==> src/inc/sto_pkg.sv <==
package sto_pkg;
	// register byte offsets on the slave port
	localparam logic [7:0]  OFS_DIVISOR   = 8'h00;
	localparam logic [7:0]  OFS_PROTOCOL  = 8'h04;
	localparam logic [7:0]  OFS_CONTROL   = 8'h08;
	localparam logic [7:0]  OFS_PORT_EN   = 8'h0c;
	localparam logic [7:0]  OFS_SYNC_CTRL = 8'h10;
	localparam logic [7:0]  OFS_STATUS    = 8'h14;
	localparam int unsigned STIM_SEL_BIT  = 7;      // 0x80..0xfc: stimulus ports
	// field layout
	localparam int unsigned PRESC_W       = 13;
	localparam int unsigned CTRL_EN_BIT   = 0;
	localparam int unsigned SYNC_PER_BIT  = 0;
	localparam int unsigned SYNC_REQ_BIT  = 1;
	localparam int unsigned TS_REQ_BIT    = 2;
	// reset values
	localparam logic [12:0] RST_PRESC     = 13'h0000;
	localparam logic [1:0]  PROTO_MANCH   = 2'h1;
	localparam logic [1:0]  PROTO_UART    = 2'h2;
	localparam logic [1:0]  RST_PROTO     = PROTO_MANCH;
	localparam logic [1:0]  RST_IF_SEL    = 2'h0;
	localparam logic [1:0]  IF_SEL_SWD    = 2'h1;   // latch code routing the pin
	// packet shapes
	localparam logic [2:0]  HDR_STIM_4B   = 3'h3;   // low header bits: 4-byte payload
	localparam logic [7:0]  HDR_TS        = 8'hc0;
	localparam logic [47:0] SYNC_PKT      = 48'h8000_0000_0000;
	localparam logic [2:0]  NB_STIM       = 3'h5;
	localparam logic [2:0]  NB_SYNC       = 3'h6;
	localparam logic [2:0]  NB_TS         = 3'h5;
	localparam logic [3:0]  SYNC_EVERY    = 4'hf;   // count at which auto sync is due: every 16th stimulus packet
	localparam logic [2:0]  LAST_BIT      = 3'h7;
	localparam int unsigned BUF_W         = 37;     // port number plus word
	// serializer states
	typedef enum logic [1:0] {SER_IDLE, SER_START, SER_DATA, SER_STOP} sto_ser_t;
endpackage : sto_pkg

==> src/design/sto_sync3.sv <==
`timescale 1ns/1ns
module sto_sync3 #(
	parameter int unsigned W       = 1,
	parameter logic [W-1:0] RST_VAL = '0
) (
	input  wire logic         i_ref_clk,
	input  wire logic         i_rst,
	input  wire logic [W-1:0] i_async,
	output logic      [W-1:0] o_stable
);
	// three stages plus the accepted value
	typedef struct packed {
		logic [W-1:0] s1;
		logic [W-1:0] s2;
		logic [W-1:0] s3;
		logic [W-1:0] stable;
	} sto_sync_t;

	sto_sync_t r;       // registered state
	sto_sync_t next_r;  // next state

	////////////////////////////////////////////////////////////////
	// s1 feeds s2 only; a change counts once s2 and s3 agree
	always_comb begin
		next_r    = r;
		next_r.s1 = i_async;
		next_r.s2 = r.s1;
		next_r.s3 = r.s2;
		if (r.s2 == r.s3) begin
			next_r.stable = r.s3;
		end
	end

	// state register
	always_ff @(posedge i_ref_clk or posedge i_rst) begin
		if (i_rst) begin
			r.s1     <= RST_VAL;
			r.s2     <= RST_VAL;
			r.s3     <= RST_VAL;
			r.stable <= RST_VAL;
		end else begin
			r <= next_r;
		end
	end

	assign o_stable = r.stable;
endmodule : sto_sync3

==> src/design/sto_buf2.sv <==
`timescale 1ns/1ns
module sto_buf2 #(
	parameter int unsigned W = 8
) (
	input  wire logic         i_ref_clk,
	input  wire logic         i_rst,
	input  wire logic         i_in_valid,
	output logic              o_in_ready,
	input  wire logic [W-1:0] i_in_data,
	output logic              o_out_valid,
	input  wire logic         i_out_ready,
	output logic      [W-1:0] o_out_data
);
	// two slots, pointers and fill level
	typedef struct packed {
		logic [1:0][W-1:0] mem;
		logic              wptr;
		logic              rptr;
		logic [1:0]        cnt;
	} sto_buf_t;

	sto_buf_t r;       // registered state
	sto_buf_t next_r;  // next state
	logic     push;    // word taken in
	logic     pop;     // word handed out

	assign o_in_ready  = (r.cnt != 2'h2);
	assign o_out_valid = (r.cnt != 2'h0);
	assign o_out_data  = r.mem[r.rptr];
	assign push        = i_in_valid && o_in_ready;
	assign pop         = i_out_ready && o_out_valid;

	////////////////////////////////////////////////////////////////
	// a full buffer drops ready, so the source must stall
	always_comb begin
		next_r = r;
		if (push) begin
			next_r.mem[r.wptr] = i_in_data;
			next_r.wptr        = ~r.wptr;
		end
		if (pop) begin
			next_r.rptr = ~r.rptr;
		end
		case ({push, pop})
			2'b10:   next_r.cnt = r.cnt + 2'h1;
			2'b01:   next_r.cnt = r.cnt - 2'h1;
			default: next_r.cnt = r.cnt;
		endcase
	end

	// state register
	always_ff @(posedge i_ref_clk or posedge i_rst) begin
		if (i_rst) begin
			r <= '0;
		end else begin
			r <= next_r;
		end
	end
endmodule : sto_buf2

==> src/design/sto_trace.sv <==
// Implementation choices: the address map and register access over Avalon-MM.
`timescale 1ns/1ns
// Summary of operation
// - tick is bus clock over prescaler+1; a UART bit takes one tick, a Manchester bit two
// - protocol code 01 Manchester, 10 UART
// - control bit zero gates all packet output
// - per-port enable bits gate stimulus writes
// - stimulus word queued, sent as packet
// - one pin, whole bytes only
// - Manchester burst: start, bytes, stop
// - Manchester 0=01, 1=10, idle low
// - start symbol is one, stop drives low
// - UART frame: start 0, 8 bits, stop 1
// - pin driven only in serial-wire latch mode
// - no pin output in boundary-scan mode
// - firmware can send sync and time stamps
module sto_trace import sto_pkg::*; (
	input  wire logic        i_ref_clk,
	input  wire logic        i_rst,
	input  wire logic [7:0]  i_avs_address,
	input  wire logic        i_avs_read,
	input  wire logic        i_avs_write,
	input  wire logic [31:0] i_avs_writedata,
	input  wire logic [3:0]  i_avs_byteenable,
	output logic      [31:0] o_avs_readdata,
	output logic             o_avs_waitrequest,
	input  wire logic [1:0]  i_if_select,
	output logic             o_trace_serial_out,
	output logic             o_trace_serial_oe_n
);
	////////////////////////////////////////////////////////////////
	// all state of the block
	typedef struct packed {
		logic [12:0] divisor;    // prescaler field
		logic [1:0]  proto;      // pin protocol code
		logic        ctrl_en;    // module enable
		logic [31:0] port_en;    // stimulus port enables
		logic        sync_per;   // periodic sync on
		logic        sync_pend;  // sync packet waiting
		logic        ts_pend;    // time stamp waiting
		logic [3:0]  sync_cnt;   // stimulus packets since last sync
		logic [31:0] ts_count;   // free running stamp
		logic        avs_wait;   // waitrequest
		logic [31:0] rdata;      // read data
		logic [12:0] presc_cnt;  // divider count
		logic        tick;       // divided clock enable
		sto_ser_t    ser;        // serializer state
		logic        cur_uart;   // protocol held per packet
		logic        half;       // second half of a bit
		logic [2:0]  bitcnt;     // bit within byte
		logic [2:0]  nbyte;      // bytes still to send
		logic [47:0] shreg;      // packet bytes, lsb out
		logic        line;       // encoded line level
		logic        pin_out;    // pin output
		logic        pin_oe_n;   // pin enable, low drives
	} sto_state_t;

	sto_state_t r;       // registered state
	sto_state_t next_r;  // next state

	////////////////////////////////////////////////////////////////
	// interface-select latch, from outside the clock domain
	logic [1:0] if_sel;  // filtered latch code

	sto_sync3 #(
		.W       (2),
		.RST_VAL (RST_IF_SEL)
	) u_if_sync (
		.i_ref_clk (i_ref_clk),
		.i_rst     (i_rst),
		.i_async   (i_if_select),
		.o_stable  (if_sel)
	);

	////////////////////////////////////////////////////////////////
	// stimulus queue between bus and serializer
	logic                buf_in_valid;   // bus push
	logic                buf_in_ready;   // room for a word
	logic [BUF_W-1:0]    buf_in_data;    // port and word
	logic                buf_out_valid;  // word waiting
	logic                buf_out_ready;  // serializer takes it
	logic [BUF_W-1:0]    buf_out_data;   // oldest word

	sto_buf2 #(
		.W (BUF_W)
	) u_stim_buf (
		.i_ref_clk   (i_ref_clk),
		.i_rst       (i_rst),
		.i_in_valid  (buf_in_valid),
		.o_in_ready  (buf_in_ready),
		.i_in_data   (buf_in_data),
		.o_out_valid (buf_out_valid),
		.i_out_ready (buf_out_ready),
		.o_out_data  (buf_out_data)
	);

	////////////////////////////////////////////////////////////////
	// bus decode helpers
	logic        req;       // any access present
	logic        hit_stim;  // stimulus port window
	logic [4:0]  stim_port; // port number
	logic        stim_ok;   // write will be queued
	logic [31:0] be_mask;   // byte lane mask
	logic        swd_mode;  // pin routed to trace

	assign req       = i_avs_read || i_avs_write;
	assign hit_stim  = i_avs_address[STIM_SEL_BIT] && (i_avs_address[1:0] == 2'h0);
	assign stim_port = i_avs_address[6:2];
	assign stim_ok   = r.ctrl_en && r.port_en[stim_port];
	assign be_mask   = {{8{i_avs_byteenable[3]}}, {8{i_avs_byteenable[2]}},
	                    {8{i_avs_byteenable[1]}}, {8{i_avs_byteenable[0]}}};
	assign swd_mode  = (if_sel == IF_SEL_SWD);

	// push on the completing edge of an accepted stimulus write
	assign buf_in_valid = !r.avs_wait && i_avs_write && hit_stim && stim_ok;
	assign buf_in_data  = {stim_port, i_avs_writedata};

	////////////////////////////////////////////////////////////////
	// next state
	always_comb begin
		logic [31:0] rd_mux;  // current value at the address
		logic [31:0] merged;  // value after byte lanes applied
		logic        proto_ok; // protocol code usable
		logic        go;       // a packet starts
		rd_mux   = 32'h0000_0000;
		merged   = 32'h0000_0000;
		proto_ok = 1'b0;
		go       = 1'b0;
		next_r   = r;
		buf_out_ready = 1'b0;
		next_r.tick   = 1'b0;

		// divider: one tick every divisor+1 cycles
		if (r.presc_cnt >= r.divisor) begin
			next_r.presc_cnt = '0;
			next_r.tick      = 1'b1;
		end else begin
			next_r.presc_cnt = r.presc_cnt + 13'h0001;
		end
		next_r.ts_count = r.ts_count + 32'h0000_0001;

		// reserved protocol codes send nothing
		proto_ok = (r.proto == PROTO_MANCH) || (r.proto == PROTO_UART);

		//////////////////////////////////////////////////////////
		// serializer, advances only on the divided tick
		case (r.ser)
			SER_IDLE: begin
				// idle level: low for Manchester, high for UART
				next_r.line = (r.proto == PROTO_UART);
				if (r.tick && r.ctrl_en && proto_ok) begin
					// sync first, then stamp, then queued words
					if (r.sync_pend) begin
						go               = 1'b1;
						next_r.sync_pend = 1'b0;
						next_r.sync_cnt  = 4'h0;
						next_r.shreg     = SYNC_PKT;
						next_r.nbyte     = NB_SYNC;
					end else if (r.ts_pend) begin
						go             = 1'b1;
						next_r.ts_pend = 1'b0;
						next_r.shreg   = {8'h00, r.ts_count, HDR_TS};
						next_r.nbyte   = NB_TS;
					end else if (buf_out_valid) begin
						go            = 1'b1;
						buf_out_ready = 1'b1;
						// header carries the port, then the word
						next_r.shreg  = {8'h00, buf_out_data[31:0],
						                 buf_out_data[36:32], HDR_STIM_4B};
						next_r.nbyte  = NB_STIM;
						next_r.sync_cnt = r.sync_cnt + 4'h1;
						if (r.sync_per && (r.sync_cnt == SYNC_EVERY)) begin
							next_r.sync_pend = 1'b1;
						end
					end
				end
				if (go) begin
					// protocol is frozen for the whole packet
					next_r.ser      = SER_START;
					next_r.cur_uart = (r.proto == PROTO_UART);
					// Manchester start opens high, UART start is low
					next_r.line     = (r.proto != PROTO_UART);
					next_r.half     = 1'b0;
					next_r.bitcnt   = 3'h0;
				end
			end
			SER_START: begin
				if (r.tick) begin
					if (!r.cur_uart && !r.half) begin
						// second half of the start symbol
						next_r.line = 1'b0;
						next_r.half = 1'b1;
					end else begin
						next_r.ser  = SER_DATA;
						next_r.line = r.shreg[0];
						next_r.half = 1'b0;
					end
				end
			end
			SER_DATA: begin
				if (r.tick) begin
					if (!r.cur_uart && !r.half) begin
						// mid-bit transition: 1 goes 10, 0 goes 01
						next_r.line = ~r.shreg[0];
						next_r.half = 1'b1;
					end else begin
						next_r.half   = 1'b0;
						next_r.shreg  = r.shreg >> 1;
						next_r.bitcnt = r.bitcnt + 3'h1;
						next_r.line   = r.shreg[1];
						if (r.bitcnt == LAST_BIT) begin
							// byte ends: UART frames every byte
							next_r.nbyte = r.nbyte - 3'h1;
							if (r.cur_uart || (r.nbyte == 3'h1)) begin
								next_r.ser  = SER_STOP;
								next_r.line = r.cur_uart;
							end
						end
					end
				end
			end
			SER_STOP: begin
				if (r.tick) begin
					if (!r.cur_uart && !r.half) begin
						// stop holds low a full bit period
						next_r.half = 1'b1;
					end else if (r.cur_uart && (r.nbyte != 3'h0)) begin
						// next UART frame follows directly
						next_r.ser  = SER_START;
						next_r.line = 1'b0;
					end else begin
						next_r.ser = SER_IDLE;
					end
				end
			end
			default: begin
				next_r.ser = SER_IDLE;
			end
		endcase

		//////////////////////////////////////////////////////////
		// pin: driven only in serial-wire latch mode
		next_r.pin_oe_n = !swd_mode;
		next_r.pin_out  = swd_mode && r.line;

		//////////////////////////////////////////////////////////
		// read mux, also the base for byte-lane merges
		case (i_avs_address)
			OFS_DIVISOR:   rd_mux = {19'h0, r.divisor};
			OFS_PROTOCOL:  rd_mux = {30'h0, r.proto};
			OFS_CONTROL:   rd_mux = {31'h0, r.ctrl_en};
			OFS_PORT_EN:   rd_mux = r.port_en;
			OFS_SYNC_CTRL: rd_mux = {29'h0, r.ts_pend, r.sync_pend, r.sync_per};
			OFS_STATUS:    rd_mux = {28'h0, swd_mode, !buf_in_ready,
			                         buf_out_valid, (r.ser != SER_IDLE)};
			default: begin
				// stimulus read shows room in the queue
				rd_mux = hit_stim ? {31'h0, buf_in_ready} : 32'h0000_0000;
			end
		endcase
		merged = (rd_mux & ~be_mask) | (i_avs_writedata & be_mask);

		//////////////////////////////////////////////////////////
		// slave: wait high by default, one low cycle completes
		if (r.avs_wait) begin
			// a queued write to a full buffer keeps waiting
			if (req && !(i_avs_write && hit_stim && stim_ok && !buf_in_ready)) begin
				next_r.avs_wait = 1'b0;
				next_r.rdata    = i_avs_read ? rd_mux : r.rdata; // writes leave read data
			end
		end else begin
			next_r.avs_wait = 1'b1;
			if (i_avs_write) begin
				// writes take effect on the completing edge
				case (i_avs_address)
					OFS_DIVISOR:   next_r.divisor = merged[PRESC_W-1:0];
					OFS_PROTOCOL:  next_r.proto   = merged[1:0];
					OFS_CONTROL:   next_r.ctrl_en = merged[CTRL_EN_BIT];
					OFS_PORT_EN:   next_r.port_en = merged;
					OFS_SYNC_CTRL: begin
						next_r.sync_per = merged[SYNC_PER_BIT];
						// request bits only set; a same-cycle take loses
						if (i_avs_writedata[SYNC_REQ_BIT] && i_avs_byteenable[0]) begin
							next_r.sync_pend = 1'b1;
						end
						if (i_avs_writedata[TS_REQ_BIT] && i_avs_byteenable[0]) begin
							next_r.ts_pend = 1'b1;
						end
					end
					default: begin
						// status, stimulus and holes store nothing here
						next_r.rdata = r.rdata;
					end
				endcase
			end
		end
	end

	////////////////////////////////////////////////////////////////
	// state register, constants only under reset
	always_ff @(posedge i_ref_clk or posedge i_rst) begin
		if (i_rst) begin
			r          <= '0;
			r.divisor  <= RST_PRESC;
			r.proto    <= RST_PROTO;
			r.avs_wait <= 1'b1;
			r.ser      <= SER_IDLE;
			r.pin_oe_n <= 1'b1;
		end else begin
			r <= next_r;
		end
	end

	////////////////////////////////////////////////////////////////
	// outputs straight from flops
	assign o_avs_readdata      = r.rdata;
	assign o_avs_waitrequest   = r.avs_wait;
	assign o_trace_serial_out  = r.pin_out;
	assign o_trace_serial_oe_n = r.pin_oe_n;
endmodule : sto_trace

==> config.mk <==
export PLATFORM = sky130hd
export DESIGN_NAME = sto_trace
export DESIGN_NICKNAME = d
export VERILOG_FILES = /design/src/inc/sto_pkg.sv /design/src/design/sto_sync3.sv /design/src/design/sto_buf2.sv /design/src/design/sto_trace.sv
export SDC_FILE = /design/constraint.sdc
export NUM_CORES = 1
export LEC_CHECK = 0
export BUFFER_PORTS_ARGS = -buffer_cell sky130_fd_sc_hd__buf_2
export CAP_MARGIN = 20
export CORE_MARGIN = 2
export CORE_UTILIZATION = 36
export DETAILED_ROUTE_END_ITERATION = 8
export GPL_ROUTABILITY_DRIVEN = 0
export GPL_TIMING_DRIVEN = 0
export SYNTH_ARGS = -nofsm -noshare
export SYNTH_HDL_FRONTEND = slang
export SYNTH_SLANG_ARGS = --single-unit
==> constraint.sdc <==
create_clock -name i_ref_clk -period 12.15 [get_ports i_ref_clk]
set_input_delay 0.6075 -clock i_ref_clk [delete_from_list [all_inputs] [get_ports i_ref_clk]]
set_output_delay 0.6075 -clock i_ref_clk [all_outputs]
set_load 0.005 [all_outputs]
==> impl_metrics.json, run 1 <==
{
  "outcome": "finished clean",
  "postRouteWirelength_um": 33030,
  "worstMarginPinSlew_ns": 1.059,
  "multi_input_area_sq_um": 5814,
  "skew_ns": 0.02272,
  "io_pins": 85,
  "cts_tree": "yes",
  "ys_ff_latch": 281,
  "yosys.area_share.simple": 0.1122,
  "synthMuxAreaShare": 0.1553,
  "cts_sinks": 281,
  "synth_cell_types": 59,
  "die_y_um": 197.9,
  "antenna_found_initial": 0,
  "final_antenna_net_count": 0,
  "fin_nets": 1398,
  "finalSetupViolCount": 0,
  "cp_cell_sequence": "buf_2, or4_1, nor3_1, and3_1, clkbuf_1, nand2_1, mux2_2",
  "synth_xor_area_frac": 0.03170,
  "slew_viol_final": 0,
  "clock_latency_ns": 0.56,
  "antennaDiodeCount": 0,
  "required_ns": 12.60,
  "avgSynthCellArea_sq_um": 11.23,
  "cts_hold_buf": 0,
  "grt_pass1_wl_um": 53700,
  "synthArstFlopShare": 1.000,
  "powerDensity_nw_per_um2": 158.8,
  "drc": 0,
  "h-tree-depth": 1,
  "synth_compound_area_frac": 0.1054,
  "register_area_sq_um": 7036,
  "ctsRootBufferMaster": "clkbuf_16",
  "synthToLayoutAreaGrowth_pct": 15.08,
  "crit_type": "input port to register",
  "cts_buffer_depth": 3,
  "synth_area_sq_um": 13540,
  "n_fill_cell": 3599,
  "slowest_stage": "nor3_1",
  "start_util": 0.3628,
  "r2r_cells": 8,
  "cp_top_family": "simple AND/OR/NAND/NOR gates",
  "ctsResizeCount": 0,
  "grt_max_degree": 126,
  "rows": 71,
  "stdcell_count": 1815,
  "hold_viol": 0,
  "end_kind": "register",
  "path_depth": 7,
  "final_util": 0.4176,
  "min_period_ns": 3.307,
  "grt_pass1_vias": 9581,
  "setup_tns_ns": 0,
  "hpwl_um": 23510,
  "worstPathArrival_ns": 3.76,
  "cts_buffers": 30,
  "layout_common_cells": "278 x dfrtp_1, 111 x nor2_1, 110 x nand2_1",
  "firstDrtPassIters": 5,
  "final_common_cell": "dfrtp_1",
  "synth_top_family_by_area": "multiplexers",
  "track_usage": 0.1718,
  "critPathMaxFanout": 9,
  "slowest_delay_ns": 0.75,
  "p_leak_nw": 7.228,
  "yosys_warnings": 0,
  "synth_edf_count": 0,
  "wire_per_inst_um": 18.20,
  "vias": 9494,
  "critical_path_buf_inv_count": 2,
  "grt_overflow": 0,
  "die_area_sq_um": 39170,
  "die_x_um": 197.9,
  "via_per_inst": 5.231,
  "ys_seq_area_frac": 0.5197,
  "core_area_sq_um": 37310,
  "period_share": 0.2722,
  "path_clk_slew_ns": 0.06,
  "drive_gt1_frac": 0.2289,
  "hp-class": "input port to async pin",
  "total_power_mw": 2.474,
  "maxCapViolCount": 0,
  "synthCells": 1205,
  "synthFlopType": "dfrtp_1",
  "grt_setup_unrepaired": "no",
  "place_inst": 1763,
  "fmax_ghz": 0.3024,
  "worstSetupStartpointType": "input port",
  "synthAdderAreaFrac": 0.02495,
  "cts_setup_buffers": 0,
  "syn_nets": 1282,
  "numPortBuffers": 82,
  "relSlewSlack": 0.2878,
  "drtIter0Drc": 659,
  "ir_worst_vdd_v": 0.0001048
}
-- layout make-up --
class | instances | share of cell area
multi-input combinational | 795 | 0.3732
buffer | 99 | 0.03694
timing repair buffer | 84 | 0.02987
inverter | 30 | 0.007710
clock inverter | 9 | 0.006826
clock buffer | 43 | 0.05581
tap | 474 | 0.03807
sequential | 281 | 0.4516
-- synth_stat cells, types with 4 or more instances --
cell type / instances / share of area
dfrtp_1: 278 / 0.51
mux2_4: 30 / 0.033
nand3_1: 22 / 0.0081
nor2b_1: 9 / 0.0042
xnor2_1: 39 / 0.025
a221oi_1: 32 / 0.021
ha_1: 27 / 0.025
mux2i_1: 48 / 0.035
xor2_1: 10 / 0.0065
buf_4: 32 / 0.018
nand4_1: 11 / 0.0051
a22oi_1: 11 / 0.0061
clkbuf_1: 55 / 0.015
a311oi_1: 4 / 0.0026
nor3b_1: 5 / 0.0028
nand2b_1: 9 / 0.0042
nor2_1: 111 / 0.031
inv_1: 30 / 0.0083
a22o_1: 33 / 0.021
mux2_2: 94 / 0.078
o21ai_0: 73 / 0.027
buf_12: 4 / 0.0059
and4_1: 6 / 0.0039
o221ai_1: 4 / 0.0026
a31oi_1: 4 / 0.0018
nor3_1: 13 / 0.0048
nand2_1: 110 / 0.030
nor4_1: 4 / 0.0018
and3_1: 11 / 0.0051
a21oi_1: 28 / 0.010
mux4_2: 5 / 0.0083
-- flip-flops by register name, summed over array words and instances (netlist names) --
name                 flops
u_if_sync.o_stable       2
o_avs_waitrequest        1
o_avs_readdata          32
o_trace_serial_out       1
u_if_sync.r              2
u_if_sync.next_r         4
u_stim_buf.r            78
r                      160
o_trace_serial_oe_n      1
-- logic make-up after synthesis --
group,count (synthesis)
simple gates,331
mux,177
xor+xnor,49
compound gates,211
flops,281
fa+ha+maj,27
buf+inv,129
-- routing by layer --
metal  GRT usage  vias up  routed length (um)
met4     0.04372        0                 606
met3     0.02521       45                1465
met1      0.2446     4764               15580
met5           0        -                   0
met2      0.2753      213               15370
li1            -     4472                   -
-- metrics by stage --
| stage | hold WS, ns | area [sq um] | setup slack, ns |
|---|---|---|---|
| final | 0.01122 | 15580 | 8.843 |
| after global routing | 0.02173 | 15580 | 8.593 |
| after CTS | 0.002021 | 15580 | 8.904 |
| after detailed placement | 0.3435 | 14600 | 8.359 |
| after global placement | 0.3383 | 14540 | 0.4977 |
| after floorplan | 0.3312 | 13540 | 3.797 |
-- report_power, final --
part | internal [mW] | switching (mW) | total [mW] | leakage [nW]
logic | 0.173 | 0.317 | 0.490 | 2.97
registers | 1.03 | 0.0506 | 1.08 | 3.77
clock network | 0.535 | 0.372 | 0.907 | 0.486
-- worst register-to-register path, stage by stage (launching register included) --
cell and delay [ns]:
dfrtp_1 0.39, nor2b_1 0.14, a2111oi_0 0.54, a311oi_1 0.11
a311oi_1 0.60, nand3b_1 0.27, buf_2 0.34, buf_2 0.34
mux2_2 0.38
-- path summary, 6_finish.rpt --
kind,to,from,slack (ns)
setup reg to reg,u_stim_buf.r[5],r[155],8.92
setup / recovery,r[176],i_avs_address[5],8.84
hold reg to reg,u_if_sync.next_r[3],u_if_sync.next_r[5],0.35
hold / removal,o_avs_readdata[6],i_rst,0.01
max in group asynchronous,o_avs_readdata[29],i_rst,10.72
min in group i_ref_clk,u_if_sync.next_r[5],i_if_select[1],0.17
(Power assumes the default switching activity.)
==> inputs of run 2 (changes only) <==
Clock period 12.15 ns to 2.75 ns, I/O delays scaled along.
==> impl_metrics.json, run 2 (synthesis gave the netlist of run 1 again) <==
{
  "violations": "negative setup slack",
  "hold_ws_ns": 0.01784,
  "finalSetupViolCount": 37,
  "ctsRootBufferMaster": "clkbuf_16",
  "h-tree-depth": 1,
  "wire_per_inst_um": 17.87,
  "switching_power_mw": 3.214,
  "path_clk_slew_ns": 0.06,
  "cts_sinks": 281,
  "crit_type": "register to register",
  "r2r_cells": 8,
  "power_frac_comb": 0.205,
  "drtIter0Drc": 568,
  "worstSetupStartpointType": "register",
  "period_share": 1.053,
  "vias": 9704,
  "slew_viol_final": 0,
  "n_fill_cell": 3511,
  "fmax_ghz": 0.3452,
  "cts_buffer_depth": 3,
  "largest_register": "r",
  "min_period_ns": 2.897,
  "setup_tns_ns": -4.883,
  "antenna_found_initial": 0,
  "die_y_um": 197.9,
  "p_seq_frac": 0.437,
  "grt_pass1_vias": 9683,
  "track_usage": 0.1734,
  "slowest_delay_ns": 0.52,
  "worstPathArrival_ns": 3.32,
  "grt_setup_unrepaired": "yes",
  "io_pins": 85,
  "postRouteWirelength_um": 33390,
  "powerDensity_nw_per_um2": 673.8,
  "final_common_cell": "dfrtp_1",
  "path_depth": 8,
  "hold_depth": 3,
  "multi_input_area_sq_um": 5854,
  "final_antenna_net_count": 0,
  "switching_share": 0.2951,
  "grt_max_degree": 42,
  "rows": 71,
  "hpwl_um": 24160,
  "cp_cell_sequence": "mux2i_1, mux4_2, a311oi_2, or4b_4, or3b_4, buf_12, buf_12, mux2_4",
  "cp_common_cell": "buf_12",
  "numPortBuffers": 82,
  "die_area_sq_um": 39170,
  "skew_ns": 0.008333,
  "critPathMaxFanout": 10,
  "fin_nets": 1449,
  "synthToLayoutAreaGrowth_pct": 19.38,
  "core_area_sq_um": 37310,
  "hold_viol": 0,
  "p_leak_nw": 7.493,
  "start_util": 0.3628,
  "required_ns": 3.18,
  "cp_top_family": "multiplexers",
  "antennaDiodeCount": 0,
  "critical_path_buf_inv_count": 2,
  "p_int_mw": 7.676,
  "layout_common_cells": "278 x dfrtp_1, 111 x nor2_1, 110 x nand2_1",
  "slowest_stage": "mux4_2",
  "drive_gt1_frac": 0.2396,
  "clock_latency_ns": 0.54,
  "worst_slack_ns": -0.1470,
  "grt_pass1_wl_um": 54210,
  "drc": 0,
  "die_x_um": 197.9,
  "largest_register_ffs": 160,
  "end_kind": "register",
  "grt_overflow": 0,
  "worstMarginPinSlew_ns": 0.9500,
  "cts_tree": "yes",
  "cts_buffers": 29,
  "total_power_mw": 10.89,
  "maxCapViolCount": 0,
  "register_area_sq_um": 7036,
  "hp-class": "input port to register",
  "clockPowerShare": 0.358,
  "finalInstanceArea_sq_um": 16160,
  "ir_worst_vdd_v": 0.0004378,
  "firstDrtPassIters": 5,
  "place_area_sq_um": 14700,
  "via_per_inst": 5.195,
  "relSlewSlack": 0.3608,
  "outcome": "complete, but fails checks"
}
==> run 2: final timing paths <==
check | to | startpoint | slack, ns
hold reg to reg | u_if_sync.next_r[2] | u_if_sync.next_r[4] | 0.35
max in group asynchronous | u_stim_buf.r[68] | i_rst | 1.34
setup reg to reg | u_stim_buf.r[64] | r[171] | -0.15
hold / removal | r[160] | i_avs_byteenable[1] | 0.02
setup / recovery | u_stim_buf.r[64] | r[171] | -0.15
min in group asynchronous | o_trace_serial_out | i_rst | 0.30
==> run 2: power by group through the flow <==
| stage | Sequential (mW) | Combinational (mW) | Clock (mW) |
|---|---|---|---|
| after floorplan | 4.77 | 1.58 | 0 |
| after global placement | 4.82 | 2.10 | 0 |
| after detailed placement | 4.82 | 2.18 | 0 |
| after CTS | 4.75 | 2.23 | 3.99 |
| after global routing | 4.79 | 2.53 | 4.16 |
| final | 4.76 | 2.23 | 3.90 |
==> run 2: metrics by stage <==
stage	util	worst slack, ns	std cells
after global routing	0.4332	-0.2326	1868
after floorplan	-	-1.106	1205
after global placement	0.3900	-2.898	1761
after detailed placement	0.3940	-0.5921	1768
after CTS	0.4319	-0.1214	1867
final	0.4332	-0.1470	1868
==> run 2: layer usage <==
layer | global-route usage | part of all wire | up-vias
li1 | - | - | 4581
met3 | 0.02436 | 0.046 | 54
met2 | 0.2752 | 0.46 | 231
met5 | 0 | 0 | -
met4 | 0.05152 | 0.027 | 0
met1 | 0.2469 | 0.47 | 4838
==> run 2: final cells by class <==
cell class	count	area share
plain buffers	98	0.03770
clock buffers	47	0.05280
clock inverters	6	0.005110
inverters	30	0.007200
multi-input cells	795	0.3622
flip-flops and latches	281	0.4353
well taps	474	0.03670
repair buffers	137	0.06294
==> run 2: timing repair <==
item | in CTS | in global routing
pin swaps | 3 | 1
setup buffers | 9 | 1
setup endpoints to repair | 136 | 123
hold endpoints to repair | 136 | 0
gates resized for setup | 12 | 21
hold buffers | 38 | 0
==> run 2: worst register-to-register path, delay by kind of cell (launching register included) <==
kind	cells	cell delay [ns]
DFF	1	0.40
muxes	3	0.92
AOI/OAI and AO/OA	1	0.26
buffers and inverters	2	0.30
and+or+nand+nor	2	0.90
